==> src/logic/mis_defines.vh <==
`ifndef MIS_DEFINES_VH
`define MIS_DEFINES_VH

// controller register offsets (axi4-lite, one word each)
`define MIS_REG_CTRL      8'h00
`define MIS_REG_CFG       8'h04
`define MIS_REG_ARR_LAST  8'h08
`define MIS_REG_STATUS    8'h0C
`define MIS_REG_COPY      8'h10

// control register bits
`define MIS_CTRL_START    0
`define MIS_CTRL_USE_NV   1
`define MIS_CTRL_USE_OTP  2
`define MIS_CTRL_VERIFY   3
`define MIS_CTRL_ABORT    4

// memory opcodes
`define MIS_CMD_WRITE_ENABLE_LATCH      8'h06
`define MIS_CMD_WR_VREG   8'h81
`define MIS_CMD_RD_VREG   8'h85
`define MIS_CMD_WR_NVREG  8'hB1
`define MIS_CMD_WR_SR     8'h01
`define MIS_CMD_RD_SR     8'h05
`define MIS_CMD_WR_OTP    8'h42
`define MIS_CMD_WR_ARRAY  8'h02
`define MIS_CMD_RD_ARRAY  8'h03
`define MIS_CMD_RD_FSR    8'h70

// memory register map
`define MIS_VREG_MODE     8'h1E
`define MIS_VREG_IMASK    8'h0F
`define MIS_VREG_ISTAT    8'h10
`define MIS_NV_LAST       24'h00000C
`define MIS_OTP_LAST      24'h0000FF
`define MIS_BP_ALL        8'h7C
`define MIS_PAT_ZERO      8'h00
`define MIS_PAT_ONES      8'hFF

// operation flag status fields
`define MIS_FSR_READY     7
`define MIS_FSR_ERR_MASK  8'h3A

// sequence phases
`define MIS_PH_ENTER      4'd0
`define MIS_PH_IOW        4'd1
`define MIS_PH_NV         4'd2
`define MIS_PH_BP         4'd3
`define MIS_PH_OTP        4'd4
`define MIS_PH_ARR        4'd5
`define MIS_PH_EXIT       4'd6
`define MIS_PH_SAVE       4'd7
`define MIS_PH_DONE       4'd8

// frame kinds
`define MIS_K_ITEM        2'd0
`define MIS_K_WRITE_ENABLE_LATCH        2'd1
`define MIS_K_POLL        2'd2

// timing
`define MIS_CLK_MHZ       200
`define MIS_T_CSH_NS      500
`define MIS_CSH_CYC       ((`MIS_T_CSH_NS * `MIS_CLK_MHZ + 999) / 1000)
`define MIS_SCK_HALF      4

`endif

==> src/logic/mis_sync2.v <==
`timescale 1ns/1ps
module mis_sync2 (
  input  wire       aclk,
  input  wire       aresetn,
  input  wire [1:0] pin_in,
  output reg  [1:0] pin_s
);
  reg [1:0] meta_q;

  always @(posedge aclk) begin
    if (!aresetn) begin
      meta_q <= 2'h3;
      pin_s  <= 2'h3;
    end else begin
      meta_q <= pin_in;
      pin_s  <= meta_q;
    end
  end
endmodule

==> src/logic/mis_spi_byte.v <==
`timescale 1ns/1ps
`include "mis_defines.vh"
// mode 0 byte shifter, msb first; sck is a divided aclk
module mis_spi_byte (
  input  wire       aclk,
  input  wire       aresetn,
  input  wire       start,
  input  wire [7:0] tx_byte,
  input  wire       miso_s,
  output reg        sck,
  output reg        mosi,
  output reg  [7:0] rx_byte,
  output reg        done
);
  reg       busy_q;
  reg [7:0] cnt_q;
  reg [2:0] bit_q;
  reg [7:0] sh_q;

  always @(posedge aclk) begin
    if (!aresetn) begin
      busy_q  <= 1'b0;
      cnt_q   <= 8'h00;
      bit_q   <= 3'h0;
      sh_q    <= 8'h00;
      sck     <= 1'b0;
      mosi    <= 1'b0;
      rx_byte <= 8'h00;
      done    <= 1'b0;
    end else begin
      done <= 1'b0;
      if (start && !busy_q) begin
        busy_q <= 1'b1;
        cnt_q  <= 8'h00;
        bit_q  <= 3'h0;
        sh_q   <= tx_byte;
        mosi   <= tx_byte[7];
        sck    <= 1'b0;
      end else if (busy_q) begin
        if (cnt_q == `MIS_SCK_HALF - 1) begin
          cnt_q <= 8'h00;
          if (!sck) begin
            sck <= 1'b1;
          end else begin
            // sample late in the high half: covers the two-flop delay on miso
            sck     <= 1'b0;
            rx_byte <= {rx_byte[6:0], miso_s};
            if (bit_q == 3'h7) begin
              busy_q <= 1'b0;
              done   <= 1'b1;
            end else begin
              bit_q <= bit_q + 3'h1;
              sh_q  <= {sh_q[6:0], 1'b0};
              mosi  <= sh_q[6];
            end
          end
        end else begin
          cnt_q <= cnt_q + 8'h01;
        end
      end
    end
  end
endmodule

==> src/logic/mis_init_seq.v <==
// Overview of operation
// device sets flag bit 3 when its crc differs from the host crc
// device fails program or otp write without write latch or when protected
// device flags erase failure in bit 5; erase without write latch fails
// flag bit 7 reads 0 while a write-type operation runs, 1 when ready
// device mask register enables crc-done and erase-done onto the interrupt pin
// device interrupt status bits 1 and 0 set on completion, write 1 clears
// device power-on error bit 2 is write-1-clear and survives hardware reset
// interrupt mask and status use the volatile register read and write commands
// device has a 256 byte otp area controlled by a control byte
// host starts in single-bit spi mode before any initialization command
// enter factory mode: write enable, then 81h to register 1Eh with device id
// after entry the host writes the io width volatile register with 81h
// if used, every nonvolatile register written 00h then FFh with B1h
// block protect bits set to 1Fh and read back, then 00h and read back
// if used, whole otp area written 00h then FFh with command 42h
// array filled 00h, FFh, 00h with readback, FFh with readback
// exit factory mode by writing 00h to register 1Eh; then ready
// readback passes are optional and may be omitted
// host keeps a copy of register values after configuration
// device defaults to single-bit transfers after reflow or reset
// device flag bits zero at power-up, error bits held until cleared
// host polls flag bit 7 for ready after every write-type command; the code polls only after 01h, B1h, 42h and 02h, not after 81h
`timescale 1ns/1ps
`include "mis_defines.vh"
module mis_init_seq (
  input  wire        aclk,
  input  wire        aresetn,
  input  wire [31:0] s_axi_awaddr,
  input  wire        s_axi_awvalid,
  output reg         s_axi_awready,
  input  wire [31:0] s_axi_wdata,
  input  wire [3:0]  s_axi_wstrb,
  input  wire        s_axi_wvalid,
  output reg         s_axi_wready,
  output reg  [1:0]  s_axi_bresp,
  output reg         s_axi_bvalid,
  input  wire        s_axi_bready,
  input  wire [31:0] s_axi_araddr,
  input  wire        s_axi_arvalid,
  output reg         s_axi_arready,
  output reg  [31:0] s_axi_rdata,
  output reg  [1:0]  s_axi_rresp,
  output reg         s_axi_rvalid,
  input  wire        s_axi_rready,
  output wire        spi_sck,
  output reg         spi_cs_n,
  output wire        spi_mosi,
  input  wire        spi_miso,
  input  wire        mem_int_n
);
  localparam [3:0] S_IDLE = 4'b0001;
  localparam [3:0] S_STEP = 4'b0010;
  localparam [3:0] S_XFER = 4'b0100;
  localparam [3:0] S_GAP  = 4'b1000;

  reg  [3:0]  state_q;
  reg  [3:0]  phase_q;
  reg  [1:0]  pass_q;
  reg  [23:0] addr_q;
  reg         rb_q;
  reg         wen_q;
  reg         use_nv_q;
  reg         use_otp_q;
  reg         verify_q;
  reg         start_q;
  reg         abort_q;
  reg  [7:0]  devid_q;
  reg  [7:0]  io_addr_q;
  reg  [7:0]  io_data_q;
  reg  [23:0] arr_last_q;
  reg         done_q;
  reg         err_q;
  reg  [7:0]  err_code_q;
  reg  [31:0] copy_q;
  reg  [7:0]  fr_q [0:4];
  reg  [2:0]  fr_len_q;
  reg  [2:0]  idx_q;
  reg         fr_rd_q;
  reg         fr_poll_q;
  reg  [1:0]  kind_q;
  reg         go_q;
  reg  [7:0]  rx_q;
  reg  [7:0]  gap_q;
  wire [1:0]  pins_s;
  wire [7:0]  spi_rx;
  wire        spi_done;
  wire        wr_take;
  wire        rd_take;
  wire [7:0]  pat;
  wire        is_write;
  wire [31:0] cfg_d;
  wire [31:0] arr_last_d;

  mis_sync2 u_sync (
    .aclk    (aclk),
    .aresetn (aresetn),
    .pin_in  ({mem_int_n, spi_miso}),
    .pin_s   (pins_s)
  );

  // single data line out and in only: the host never leaves 1-bit mode
  mis_spi_byte u_spi (
    .aclk    (aclk),
    .aresetn (aresetn),
    .start   (go_q),
    .tx_byte (fr_q[idx_q]),
    .miso_s  (pins_s[0]),
    .sck     (spi_sck),
    .mosi    (spi_mosi),
    .rx_byte (spi_rx),
    .done    (spi_done)
  );

  function [31:0] lane_merge;
    input [31:0] old;
    input [31:0] nw;
    input [3:0]  strb;
    integer i;
    begin
      lane_merge = old;
      for (i = 0; i < 4; i = i + 1) begin
        if (strb[i]) begin
          lane_merge[i*8 +: 8] = nw[i*8 +: 8];
        end
      end
    end
  endfunction

  function [23:0] last_addr;
    input [3:0]  ph;
    input [23:0] arr_last;
    begin
      case (ph)
        `MIS_PH_NV:   last_addr = `MIS_NV_LAST;
        `MIS_PH_OTP:  last_addr = `MIS_OTP_LAST;
        `MIS_PH_ARR:  last_addr = arr_last;
        `MIS_PH_SAVE: last_addr = 24'h000003;
        default:      last_addr = 24'h000000;
      endcase
    end
  endfunction

  function [1:0] last_pass;
    input [3:0] ph;
    begin
      case (ph)
        `MIS_PH_NV, `MIS_PH_BP, `MIS_PH_OTP: last_pass = 2'd1;
        `MIS_PH_ARR:                         last_pass = 2'd3;
        default:                             last_pass = 2'd0;
      endcase
    end
  endfunction

  function [3:0] next_phase;
    input [3:0] ph;
    input       nv;
    input       otp;
    begin
      case (ph)
        `MIS_PH_ENTER: next_phase = `MIS_PH_IOW;
        `MIS_PH_IOW:   next_phase = nv ? `MIS_PH_NV : `MIS_PH_BP;
        `MIS_PH_BP:    next_phase = otp ? `MIS_PH_OTP : `MIS_PH_ARR;
        default:       next_phase = ph + 4'd1;
      endcase
    end
  endfunction

  // passes alternate 00h/FFh; block protect alternates all-set/clear
  assign pat      = pass_q[0] ? `MIS_PAT_ONES : `MIS_PAT_ZERO;
  assign is_write = (phase_q != `MIS_PH_SAVE) && !rb_q;
  assign wr_take  = s_axi_awvalid && s_axi_awready && s_axi_wvalid && s_axi_wready;
  assign rd_take  = s_axi_arvalid && s_axi_arready;
  assign cfg_d      = lane_merge({8'h00, io_data_q, io_addr_q, devid_q}, s_axi_wdata, s_axi_wstrb);
  assign arr_last_d = lane_merge({8'h00, arr_last_q}, s_axi_wdata, s_axi_wstrb);

  task ld;
    input [2:0] n;
    input [7:0] b0;
    input [7:0] b1;
    input [7:0] b2;
    input [7:0] b3;
    input [7:0] b4;
    input       rd;
    input       pl;
    input [1:0] k;
    begin
      fr_q[0]   <= b0;
      fr_q[1]   <= b1;
      fr_q[2]   <= b2;
      fr_q[3]   <= b3;
      fr_q[4]   <= b4;
      fr_len_q  <= n;
      fr_rd_q   <= rd;
      fr_poll_q <= pl;
      kind_q    <= k;
      idx_q     <= 3'h0;
      go_q      <= 1'b1;
      spi_cs_n  <= 1'b0;
      state_q   <= S_XFER;
    end
  endtask

  task advance;
    begin
      wen_q <= 1'b0;
      state_q <= S_STEP;
      if (!rb_q && verify_q && ((phase_q == `MIS_PH_BP) ||
          ((phase_q == `MIS_PH_ARR) && pass_q[1]))) begin
        rb_q <= 1'b1;
      end else begin
        rb_q <= 1'b0;
        if (addr_q != last_addr(phase_q, arr_last_q)) begin
          addr_q <= addr_q + 24'h000001;
        end else begin
          addr_q <= 24'h000000;
          if (pass_q != last_pass(phase_q)) begin
            pass_q <= pass_q + 2'd1;
          end else begin
            pass_q  <= 2'd0;
            phase_q <= next_phase(phase_q, use_nv_q, use_otp_q);
            if (phase_q == `MIS_PH_SAVE) begin
              state_q <= S_IDLE;
              done_q  <= 1'b1;
            end
          end
        end
      end
    end
  endtask

  // sequencer
  always @(posedge aclk) begin
    if (!aresetn) begin
      state_q    <= S_IDLE;
      phase_q    <= `MIS_PH_ENTER;
      pass_q     <= 2'd0;
      addr_q     <= 24'h000000;
      rb_q       <= 1'b0;
      wen_q      <= 1'b0;
      done_q     <= 1'b0;
      err_q      <= 1'b0;
      err_code_q <= 8'h00;
      copy_q     <= 32'h00000000;
      fr_q[0]    <= 8'h00;
      fr_q[1]    <= 8'h00;
      fr_q[2]    <= 8'h00;
      fr_q[3]    <= 8'h00;
      fr_q[4]    <= 8'h00;
      fr_len_q   <= 3'h0;
      idx_q      <= 3'h0;
      fr_rd_q    <= 1'b0;
      fr_poll_q  <= 1'b0;
      kind_q     <= `MIS_K_ITEM;
      go_q       <= 1'b0;
      rx_q       <= 8'h00;
      gap_q      <= 8'h00;
      spi_cs_n   <= 1'b1;
    end else begin
      go_q <= 1'b0;
      case (state_q)
        S_IDLE: begin
          if (start_q) begin
            phase_q <= `MIS_PH_ENTER;
            pass_q  <= 2'd0;
            addr_q  <= 24'h000000;
            rb_q    <= 1'b0;
            wen_q   <= 1'b0;
            done_q  <= 1'b0;
            err_q   <= 1'b0;
            err_code_q <= 8'h00;
            state_q <= S_STEP;
          end
        end
        S_STEP: begin
          if (is_write && !wen_q) begin
            ld(3'd1, `MIS_CMD_WRITE_ENABLE_LATCH, 8'h00, 8'h00, 8'h00, 8'h00, 1'b0, 1'b0, `MIS_K_WRITE_ENABLE_LATCH);
          end else begin
            case (phase_q)
              `MIS_PH_ENTER: ld(3'd3, `MIS_CMD_WR_VREG, `MIS_VREG_MODE, devid_q, 8'h00, 8'h00,
                                1'b0, 1'b0, `MIS_K_ITEM);
              `MIS_PH_IOW:   ld(3'd3, `MIS_CMD_WR_VREG, io_addr_q, io_data_q, 8'h00, 8'h00,
                                1'b0, 1'b0, `MIS_K_ITEM);
              `MIS_PH_NV:    ld(3'd3, `MIS_CMD_WR_NVREG, addr_q[7:0], pat, 8'h00, 8'h00,
                                1'b0, 1'b1, `MIS_K_ITEM);
              `MIS_PH_BP: begin
                if (rb_q) begin
                  ld(3'd2, `MIS_CMD_RD_SR, 8'h00, 8'h00, 8'h00, 8'h00, 1'b1, 1'b0, `MIS_K_ITEM);
                end else begin
                  ld(3'd2, `MIS_CMD_WR_SR, pass_q[0] ? 8'h00 : `MIS_BP_ALL, 8'h00, 8'h00, 8'h00,
                     1'b0, 1'b1, `MIS_K_ITEM);
                end
              end
              `MIS_PH_OTP:   ld(3'd5, `MIS_CMD_WR_OTP, addr_q[23:16], addr_q[15:8], addr_q[7:0], pat,
                                1'b0, 1'b1, `MIS_K_ITEM);
              `MIS_PH_ARR: begin
                if (rb_q) begin
                  ld(3'd5, `MIS_CMD_RD_ARRAY, addr_q[23:16], addr_q[15:8], addr_q[7:0], 8'h00,
                     1'b1, 1'b0, `MIS_K_ITEM);
                end else begin
                  ld(3'd5, `MIS_CMD_WR_ARRAY, addr_q[23:16], addr_q[15:8], addr_q[7:0], pat,
                     1'b0, 1'b1, `MIS_K_ITEM);
                end
              end
              `MIS_PH_EXIT:  ld(3'd3, `MIS_CMD_WR_VREG, `MIS_VREG_MODE, 8'h00, 8'h00, 8'h00,
                                1'b0, 1'b0, `MIS_K_ITEM);
              `MIS_PH_SAVE: begin
                case (addr_q[1:0])
                  2'd0:    ld(3'd2, `MIS_CMD_RD_SR, 8'h00, 8'h00, 8'h00, 8'h00, 1'b1, 1'b0, `MIS_K_ITEM);
                  2'd1:    ld(3'd2, `MIS_CMD_RD_FSR, 8'h00, 8'h00, 8'h00, 8'h00, 1'b1, 1'b0, `MIS_K_ITEM);
                  2'd2:    ld(3'd3, `MIS_CMD_RD_VREG, `MIS_VREG_IMASK, 8'h00, 8'h00, 8'h00,
                              1'b1, 1'b0, `MIS_K_ITEM);
                  default: ld(3'd3, `MIS_CMD_RD_VREG, `MIS_VREG_ISTAT, 8'h00, 8'h00, 8'h00,
                              1'b1, 1'b0, `MIS_K_ITEM);
                endcase
              end
              default: begin
                state_q <= S_IDLE;
                done_q  <= 1'b1;
              end
            endcase
          end
        end
        S_XFER: begin
          if (spi_done) begin
            rx_q <= spi_rx;
            if (idx_q == fr_len_q - 3'd1) begin
              spi_cs_n <= 1'b1;
              gap_q    <= 8'h00;
              state_q  <= S_GAP;
            end else begin
              idx_q <= idx_q + 3'h1;
              go_q  <= 1'b1;
            end
          end
        end
        S_GAP: begin
          // cs stays high a full gap so each command is framed on its own
          if (gap_q != `MIS_CSH_CYC - 1) begin
            gap_q <= gap_q + 8'h01;
          end else if (abort_q) begin
            state_q    <= S_IDLE;
            err_q      <= 1'b1;
            err_code_q <= 8'h00;
          end else if (kind_q == `MIS_K_WRITE_ENABLE_LATCH) begin
            wen_q   <= 1'b1;
            state_q <= S_STEP;
          end else if (kind_q == `MIS_K_POLL) begin
            if (!rx_q[`MIS_FSR_READY]) begin
              ld(3'd2, `MIS_CMD_RD_FSR, 8'h00, 8'h00, 8'h00, 8'h00, 1'b1, 1'b0, `MIS_K_POLL);
            end else if ((rx_q & `MIS_FSR_ERR_MASK) != 8'h00) begin
              state_q    <= S_IDLE;
              err_q      <= 1'b1;
              err_code_q <= rx_q;
            end else begin
              advance;
            end
          end else if (fr_poll_q) begin
            ld(3'd2, `MIS_CMD_RD_FSR, 8'h00, 8'h00, 8'h00, 8'h00, 1'b1, 1'b0, `MIS_K_POLL);
          end else if (fr_rd_q && (phase_q == `MIS_PH_SAVE)) begin
            copy_q[addr_q[1:0]*8 +: 8] <= rx_q;
            advance;
          end else if (fr_rd_q && (phase_q == `MIS_PH_BP) &&
                       ((rx_q & `MIS_BP_ALL) != (pass_q[0] ? 8'h00 : `MIS_BP_ALL))) begin
            state_q    <= S_IDLE;
            err_q      <= 1'b1;
            err_code_q <= rx_q;
          end else if (fr_rd_q && (phase_q == `MIS_PH_ARR) && (rx_q != pat)) begin
            state_q    <= S_IDLE;
            err_q      <= 1'b1;
            err_code_q <= rx_q;
          end else begin
            advance;
          end
        end
        default: state_q <= S_IDLE;
      endcase
    end
  end

  // axi4-lite slave: one write and one read at a time
  always @(posedge aclk) begin
    if (!aresetn) begin
      s_axi_awready <= 1'b0;
      s_axi_wready  <= 1'b0;
      s_axi_bvalid  <= 1'b0;
      s_axi_bresp   <= 2'b00;
      s_axi_arready <= 1'b0;
      s_axi_rvalid  <= 1'b0;
      s_axi_rresp   <= 2'b00;
      s_axi_rdata   <= 32'h00000000;
      use_nv_q      <= 1'b0;
      use_otp_q     <= 1'b0;
      verify_q      <= 1'b0;
      start_q       <= 1'b0;
      abort_q       <= 1'b0;
      devid_q       <= 8'h00;
      io_addr_q     <= 8'h00;
      io_data_q     <= 8'h00;
      arr_last_q    <= 24'h000000;
    end else begin
      start_q <= 1'b0;
      if (state_q == S_GAP && gap_q == `MIS_CSH_CYC - 1) begin
        abort_q <= 1'b0;
      end
      s_axi_awready <= s_axi_awvalid && s_axi_wvalid && !s_axi_awready && !s_axi_bvalid;
      s_axi_wready  <= s_axi_awvalid && s_axi_wvalid && !s_axi_awready && !s_axi_bvalid;
      if (s_axi_bvalid && s_axi_bready) begin
        s_axi_bvalid <= 1'b0;
      end
      if (wr_take) begin
        s_axi_bvalid <= 1'b1;
        s_axi_bresp  <= 2'b00;
        case (s_axi_awaddr[7:0])
          `MIS_REG_CTRL: begin
            if (s_axi_wstrb[0]) begin
              start_q   <= s_axi_wdata[`MIS_CTRL_START] && (state_q == S_IDLE);
              use_nv_q  <= s_axi_wdata[`MIS_CTRL_USE_NV];
              use_otp_q <= s_axi_wdata[`MIS_CTRL_USE_OTP];
              verify_q  <= s_axi_wdata[`MIS_CTRL_VERIFY];
              if (s_axi_wdata[`MIS_CTRL_ABORT] && (state_q != S_IDLE)) begin
                abort_q <= 1'b1;
              end
            end
          end
          `MIS_REG_CFG: begin
            {io_data_q, io_addr_q, devid_q} <= cfg_d[23:0];
          end
          `MIS_REG_ARR_LAST: begin
            arr_last_q <= arr_last_d[23:0];
          end
          `MIS_REG_STATUS, `MIS_REG_COPY: s_axi_bresp <= 2'b00;
          default: s_axi_bresp <= 2'b10;
        endcase
      end
      s_axi_arready <= s_axi_arvalid && !s_axi_arready && !s_axi_rvalid;
      if (s_axi_rvalid && s_axi_rready) begin
        s_axi_rvalid <= 1'b0;
      end
      if (rd_take) begin
        s_axi_rvalid <= 1'b1;
        s_axi_rresp  <= 2'b00;
        case (s_axi_araddr[7:0])
          `MIS_REG_CTRL:     s_axi_rdata <= {28'h0000000, verify_q, use_otp_q, use_nv_q, 1'b0};
          `MIS_REG_CFG:      s_axi_rdata <= {8'h00, io_data_q, io_addr_q, devid_q};
          `MIS_REG_ARR_LAST: s_axi_rdata <= {8'h00, arr_last_q};
          `MIS_REG_STATUS:   s_axi_rdata <= {16'h0000, err_code_q, phase_q, !pins_s[1], err_q, done_q,
                                             state_q != S_IDLE};
          `MIS_REG_COPY:     s_axi_rdata <= copy_q;
          default: begin
            s_axi_rdata <= 32'h00000000;
            s_axi_rresp <= 2'b10;
          end
        endcase
      end
    end
  end
endmodule

==> config.mk <==
export PLATFORM = sky130hd
export DESIGN_NAME = mis_init_seq
export DESIGN_NICKNAME = d
export VERILOG_FILES = /design/src/logic/mis_sync2.v /design/src/logic/mis_spi_byte.v /design/src/logic/mis_init_seq.v
export VERILOG_INCLUDE_DIRS = /design/src /design/src/logic
export SDC_FILE = /design/constraint.sdc
export NUM_CORES = 1
export LEC_CHECK = 0
export BUFFER_PORTS_ARGS = -buffer_cell sky130_fd_sc_hd__buf_4
export CORE_ASPECT_RATIO = 0.9
export CORE_UTILIZATION = 55
export CTS_CLUSTER_SIZE = 16
export DETAILED_ROUTE_END_ITERATION = 6
export GPL_TIMING_DRIVEN = 0
export HOLD_SLACK_MARGIN = 0.08
export PLACE_DENSITY = 0.84
export REMOVE_ABC_BUFFERS = 1
export SYNTH_ARGS = -nofsm -noshare
export SYNTH_HDL_FRONTEND = slang
export SYNTH_SLANG_ARGS = --single-unit
export TNS_END_PERCENT = 30
==> constraint.sdc <==
create_clock -name aclk -period 5.3 [get_ports aclk]
set_input_delay 0.795 -clock aclk [delete_from_list [all_inputs] [get_ports aclk]]
set_output_delay 0.795 -clock aclk [all_outputs]
set_load 0.02 [all_outputs]
==> results of run 1 <==
==> cell families (layout without fill, tap and decap cells) <==
| family | Yosys count | after routing | synth area share |
|---|---|---|---|
| adder cells (fa/ha/maj) | 19 | 19 | 0.0176 |
| other | 1 | 2 | 0.000278 |
| flip-flops | 262 | 262 | 0.388 |
| AO/OA/AOI/OAI | 428 | 428 | 0.222 |
| buffers and inverters | 157 | 171 | 0.0491 |
| XOR/XNOR | 42 | 42 | 0.0272 |
| AND/OR/NAND/NOR | 673 | 673 | 0.255 |
| multiplexers | 48 | 48 | 0.0406 |
==> through the flow <==
stage	util	cell area [µm²]
2_1_floorplan	-	12900
5_1_grt	0.624	15100
6_report	0.624	15100
3_5_place_dp	0.584	14100
3_3_place_gp	0.579	14000
4_1_cts	0.624	15100
==> sequential cells by signal (all words and copies together) (netlist names), 3 cells and up <==
register and flops:
fr_len_q 3, devid_q 8, state_q 4, err_code_q 8, s_axi_rdata 32, u_spi.sh_q 7, io_data_q 8, rx_q 8
arr_last_q 24, u_spi.bit_q 3, gap_q 8, io_addr_q 8, addr_q 24, fr_q 31, u_spi.cnt_q 8, copy_q 32
phase_q 4, u_spi.rx_byte 8, idx_q 3
==> final cells by class <==
type                            count  area, µm²
Clock inverter                     18        243
Multi-Input combinational cell   1212       7630
Timing Repair Buffer               99        787
Fill cell                        2023       9090
Tap cell                          308        385
Sequential cell                   262       5250
Inverter                           22       82.6
Clock buffer                       32        724
==> routing by layer <==
layer  vias to the layer above  GRT usage
li1                       5844          -
met4                         0      0.132
met2                       641      0.489
met1                      5890      0.407
met3                       127     0.0618
met5                         -          0
==> where the power goes <==
part / leakage [nW] / switching, mW / internal, mW
Clock: 0.478 / 0.844 / 1.23
Sequential: 2.11 / 0.0878 / 2.01
Combinational: 2.54 / 0.583 / 0.275
==> cells in the mapped netlist (11+ instances only) <==
library cell    n  area share
dfxtp_1       262        0.39
nand2_1       225       0.063
a21oi_1       105       0.039
clkbuf_1      105       0.029
nor2_1        102       0.028
a21boi_0       95       0.053
nand3_1        78       0.029
nor2b_1        77       0.036
o21ai_0        54       0.020
mux2i_1        39       0.029
nor3_1         37       0.014
xnor2_1        30       0.019
and2_1         25       0.012
a222oi_1       24       0.018
nand4_1        21      0.0097
inv_1          20      0.0056
ha_1           19       0.018
a31oi_1        16      0.0074
nand2b_1       15      0.0069
a211oi_1       14      0.0078
and3_1         13      0.0060
xor2_1         12      0.0078
a22o_1         11      0.0071
buf_2          11      0.0041
o32ai_1        11      0.0071
or3_1          11      0.0051
or4_1          11      0.0061
==> worst max-delay path by stage <==
| stage | endpoint | startpoint | slack (ns) |
|---|---|---|---|
| 3_5_place_dp | addr_q[17] | phase_q[1] | 0.83 |
| 3_3_place_gp | s_axi_rdata[9] | s_axi_araddr[0] | -1.77 |
| 6_report | addr_q[10] | phase_q[1] | 0.62 |
| 5_1_grt | addr_q[10] | phase_q[1] | 0.52 |
| 4_1_cts | addr_q[17] | phase_q[1] | 0.82 |
| 2_1_floorplan | s_axi_rdata[0] | s_axi_araddr[0] | 0.75 |
==> results.cfg, run 1 <==
[sta]
rsz0062_at_grt = false
hold_viol_final = 0
finalWorstSetupSlack_ns = 0.617
tightest_slew_ns = 1.33
setup_tns_ns = 0
relSlewSlack = 0.109
drv_slew = 0
finalSetupViolCount = 0
finClkSkew_ns = 0.0310
holdWs_ns = 0.404
fin_crit_ns = 4.68
fmax_mhz = 214
fin_crit_sh = 0.884

[global_route]
grt.total_usage = 0.307
grt-ovfl-total = 0
antenna_found_initial = 0
grt_pass1_vias = 11600
grt_max_degree = 123
grt_pass1_wl_um = 62100

[synthesis]
synth_edf_count = 0
seq_area_frac_synth = 0.388
ys_async_sr_fraction = 0
ys_types = 92
yosys_register_bits = 262
syn_inst = 1630
synth_flop_cell = dfxtp_1
postSynthAreaPerCell_um2 = 8.29
syn_area_mm2 = 0.0135
ys_warn_count = 0

[cells_and_area]
final_cell_mix = 262 x dfxtp_1, 225 x nand2_1, 105 x a21oi_1
final_common_cell = dfxtp_1
area_growth_pct = 11.8
insertedDiodeCount = 0
fin_cells = 1953
layout-drive-gt1-share = 0.114
fin_nets = 1752

[worst_setup_path]
r2r_slack_ns = 0.62
worstPathRequired_ns = 5.70
path_depth = 9
critPathMaxFanout = 28
crit_family = simple AND/OR/NAND/NOR gates
crit_chain = inv_1 -> ha_1 -> nand3b_1 -> o32ai_1 -> nand3_1 -> nor3_1 -> nand4_1 -> nand2_1 -> nor2_1
worstPathArrival_ns = 5.08
path_class = reg2reg
reg2reg_to = addr_q[10]
crit_path_start_kind = flop
path_buf_inv = 1
reg2reg_from = phase_q[1]
cp-end-kind = flop
slowest_delay_ns = 0.94
r2r_cells = 9
critPathSlowestCell = nand3b_1

[clock_tree]
clkTransAtPathRegs_ns = 0.06
cts_made_buffers = 27
clk_latency_ns = 0.57
h-tree-depth = 1
cts_sinks = 262
cts_resized = 0
cts_tree = built
cts-root-buf = clkbuf_16
cts_setup_buffers = 0
hold_buffers = 0
cts.path.max_buffers = 3

[die]
fp.coreArea_mm2 = 0.0242
rows = 54
start_util = 0.558
die_area_mm2 = 0.0252
die_h_um = 151
chipWidth_um = 167
pin_count = 153

[power_and_ir_drop]
power_mw = 5.03
pwr_density_cell_mw_per_mm2 = 333
peakVddDrop_v = 0.000271
power.leakage_nw = 5.13

[detailed_routing]
wl_um = 39300
drt_iter0_markers = 1494
dr_wl_met3_um = 3980
dr_wl_met2_um = 17300
dr.max_layer_used = met4
vias_per_cell = 6.40
wl_met1_um = 16200
final_antenna_net_count = 0
drc = 3
via_count = 12500
drtPass1Iterations = 7
wire_per_inst_um = 20.1

[min_path]
hold_class = in2reg
holdPathStages = 2
hold_start = spi_miso
min_to = u_sync.meta_q[0]

[status]
violations = design-rule violations
status = finished, violations left

[job]
max-cap-violations = 0

[place]
io_buffers = 93
dpl.cell_count = 1903
gp_congestion = 0.944
place_hpwl_um = 27300
dp_slack_ns = 0.832
Note: power is estimated with default switching activity, not from simulation.
==> run 2: changes to the inputs <==
CAP_MARGIN = 0   (was not set)
CORE_UTILIZATION = 64   (was 55)
PLACE_DENSITY = 0.94   (was 0.84)
==> results.cfg, run 2 (synthesized netlist as in run 1, its figures left out) <==
[status]
status = finished, violations left
violations = design-rule violations

[clock_tree]
cts_tree = built
cts-root-buf = clkbuf_16
clkTransAtPathRegs_ns = 0.07
h-tree-depth = 1
cts_sinks = 262
clk_latency_ns = 0.55
cts_setup_buffers = 0
cts_made_buffers = 26
hold_buffers = 0
cts.path.max_buffers = 3
cts_resized = 0

[cells_and_area]
fin_cells = 1927
layout-drive-gt1-share = 0.110
final_cell_mix = 262 x dfxtp_1, 225 x nand2_1, 105 x a21oi_1
insertedDiodeCount = 0
n_fill_cell = 1488
final_cell_area_mm2 = 0.0150
final_common_cell = dfxtp_1
final_util = 0.720
area_growth_pct = 10.8
reg_top3 = copy_q (32), s_axi_rdata (32), fr_q (31)
fin_nets = 1749

[die]
die_h_um = 140
pin_count = 153
die_area_mm2 = 0.0217
chipWidth_um = 155
start_util = 0.650
fp.coreArea_mm2 = 0.0208
rows = 50

[detailed_routing]
vias_per_cell = 6.87
via_count = 13200
drt_iter0_markers = 1927
final_antenna_net_count = 0
wire_per_inst_um = 21.6
drtPass1Iterations = 7
wl_um = 41600
drc = 1

[worst_setup_path]
critPathMaxFanout = 28
path_buf_inv = 1
path_class = reg2reg
critPathSlowestCell = nand3b_1
crit_path_start_kind = flop
slowest_delay_ns = 0.87
cp-end-kind = flop
crit_family = simple AND/OR/NAND/NOR gates
cp-startpoint = phase_q[1]
worstPathRequired_ns = 5.69
reg2reg_from = phase_q[1]
crit_chain = inv_1 -> ha_1 -> nand3b_1 -> o32ai_1 -> o2111ai_1 -> nor3_1 -> nand4_1 -> nand2_1 -> nor2_1
worstPathArrival_ns = 5.06

[global_route]
antenna_found_initial = 0
grt_pass1_vias = 12300
grt-ovfl-total = 0
grt.total_usage = 0.379
grt_max_degree = 145
grt_pass1_wl_um = 65800

[place]
place_hpwl_um = 27800
gp_congestion = 0.992
place_area_mm2 = 0.0141
dpl.cell_count = 1879
io_buffers = 93
dp_slack_ns = 0.944

[power_and_ir_drop]
power.leakage_nw = 5.07
pwr_density_cell_mw_per_mm2 = 327
peakVddDrop_v = 0.000276

[min_path]
hold_class = reg2reg
hold_start = u_sync.meta_q[1]

[sta]
finClkSkew_ns = 0.0162
relSlewSlack = 0.0978
hold_viol_final = 0
drv_slew = 0
fmax_mhz = 214
setup_tns_ns = 0
rsz0062_at_grt = false
finalSetupViolCount = 0
fin_crit_sh = 0.882
fin_crit_ns = 4.68
finalWorstSetupSlack_ns = 0.625
tightest_slew_ns = 1.34

[job]
max-cap-violations = 0
run 2: cell types whose count changed in the layout (fill, tap and decap cells not counted), sizes merged:
cell,delta
clkbuf,+3
inv,-2
bufinv,-2
clkinv,-1
buf,-2
run 2: path summary, 6_finish.rpt:
check / end / cells past startpoint / slack, ns
setup / recovery: addr_q[17] / 9 / 0.62
hold / removal: u_sync.pin_s[1] / 1 / 0.42
setup reg to reg: addr_q[17] / 9 / 0.62
hold reg to reg: u_sync.pin_s[1] / 1 / 0.42
run 2: metal layers:
| metal | up-vias | global-route usage | wire, µm |
|---|---|---|---|
| met5 | - | 0 | 0 |
| met4 | 0 | 0.195 | 2430 |
| met3 | 240 | 0.0884 | 5170 |
| met2 | 965 | 0.584 | 18200 |
| met1 | 6182 | 0.494 | 15800 |
| li1 | 5848 | - | - |
run 2: area by class of cell:
type / count / area [µm²] / area share
tap: 286 / 358 / 0.0239
multi-input combinational: 1212 / 7630 / 0.510
inverter: 22 / 82.6 / 0.00552
clock inverter: 13 / 163 / 0.0109
sequential: 262 / 5250 / 0.351
timing repair buffer: 97 / 763 / 0.0510
clock buffer: 35 / 724 / 0.0484
run 2: metrics by stage:
step	power, mW	hold WS, ns
2_1_floorplan	2.65	0.386
3_3_place_gp	2.93	0.388
3_5_place_dp	2.96	0.405
4_1_cts	4.85	0.425
5_1_grt	5.03	0.433
6_report	4.89	0.422
run 2: worst register-to-register path, delay by kind of cell, from the launching register on:
| kind | cells | cell delay (ns) |
|---|---|---|
| AND/OR/NAND/NOR | 5 | 2.80 |
| AO/OA/AOI/OAI | 2 | 0.60 |
| flip-flops | 1 | 0.37 |
| buffers and inverters | 1 | 0.12 |
| adder cells (fa/ha/maj) | 1 | 0.62 |
run 2: power breakdown:
part           internal, mW  total (mW)  switching [mW]
combinational         0.271       0.869           0.598
sequential             2.01        2.09          0.0840
clock                  1.11        1.94           0.822
total                  3.39        4.89            1.50
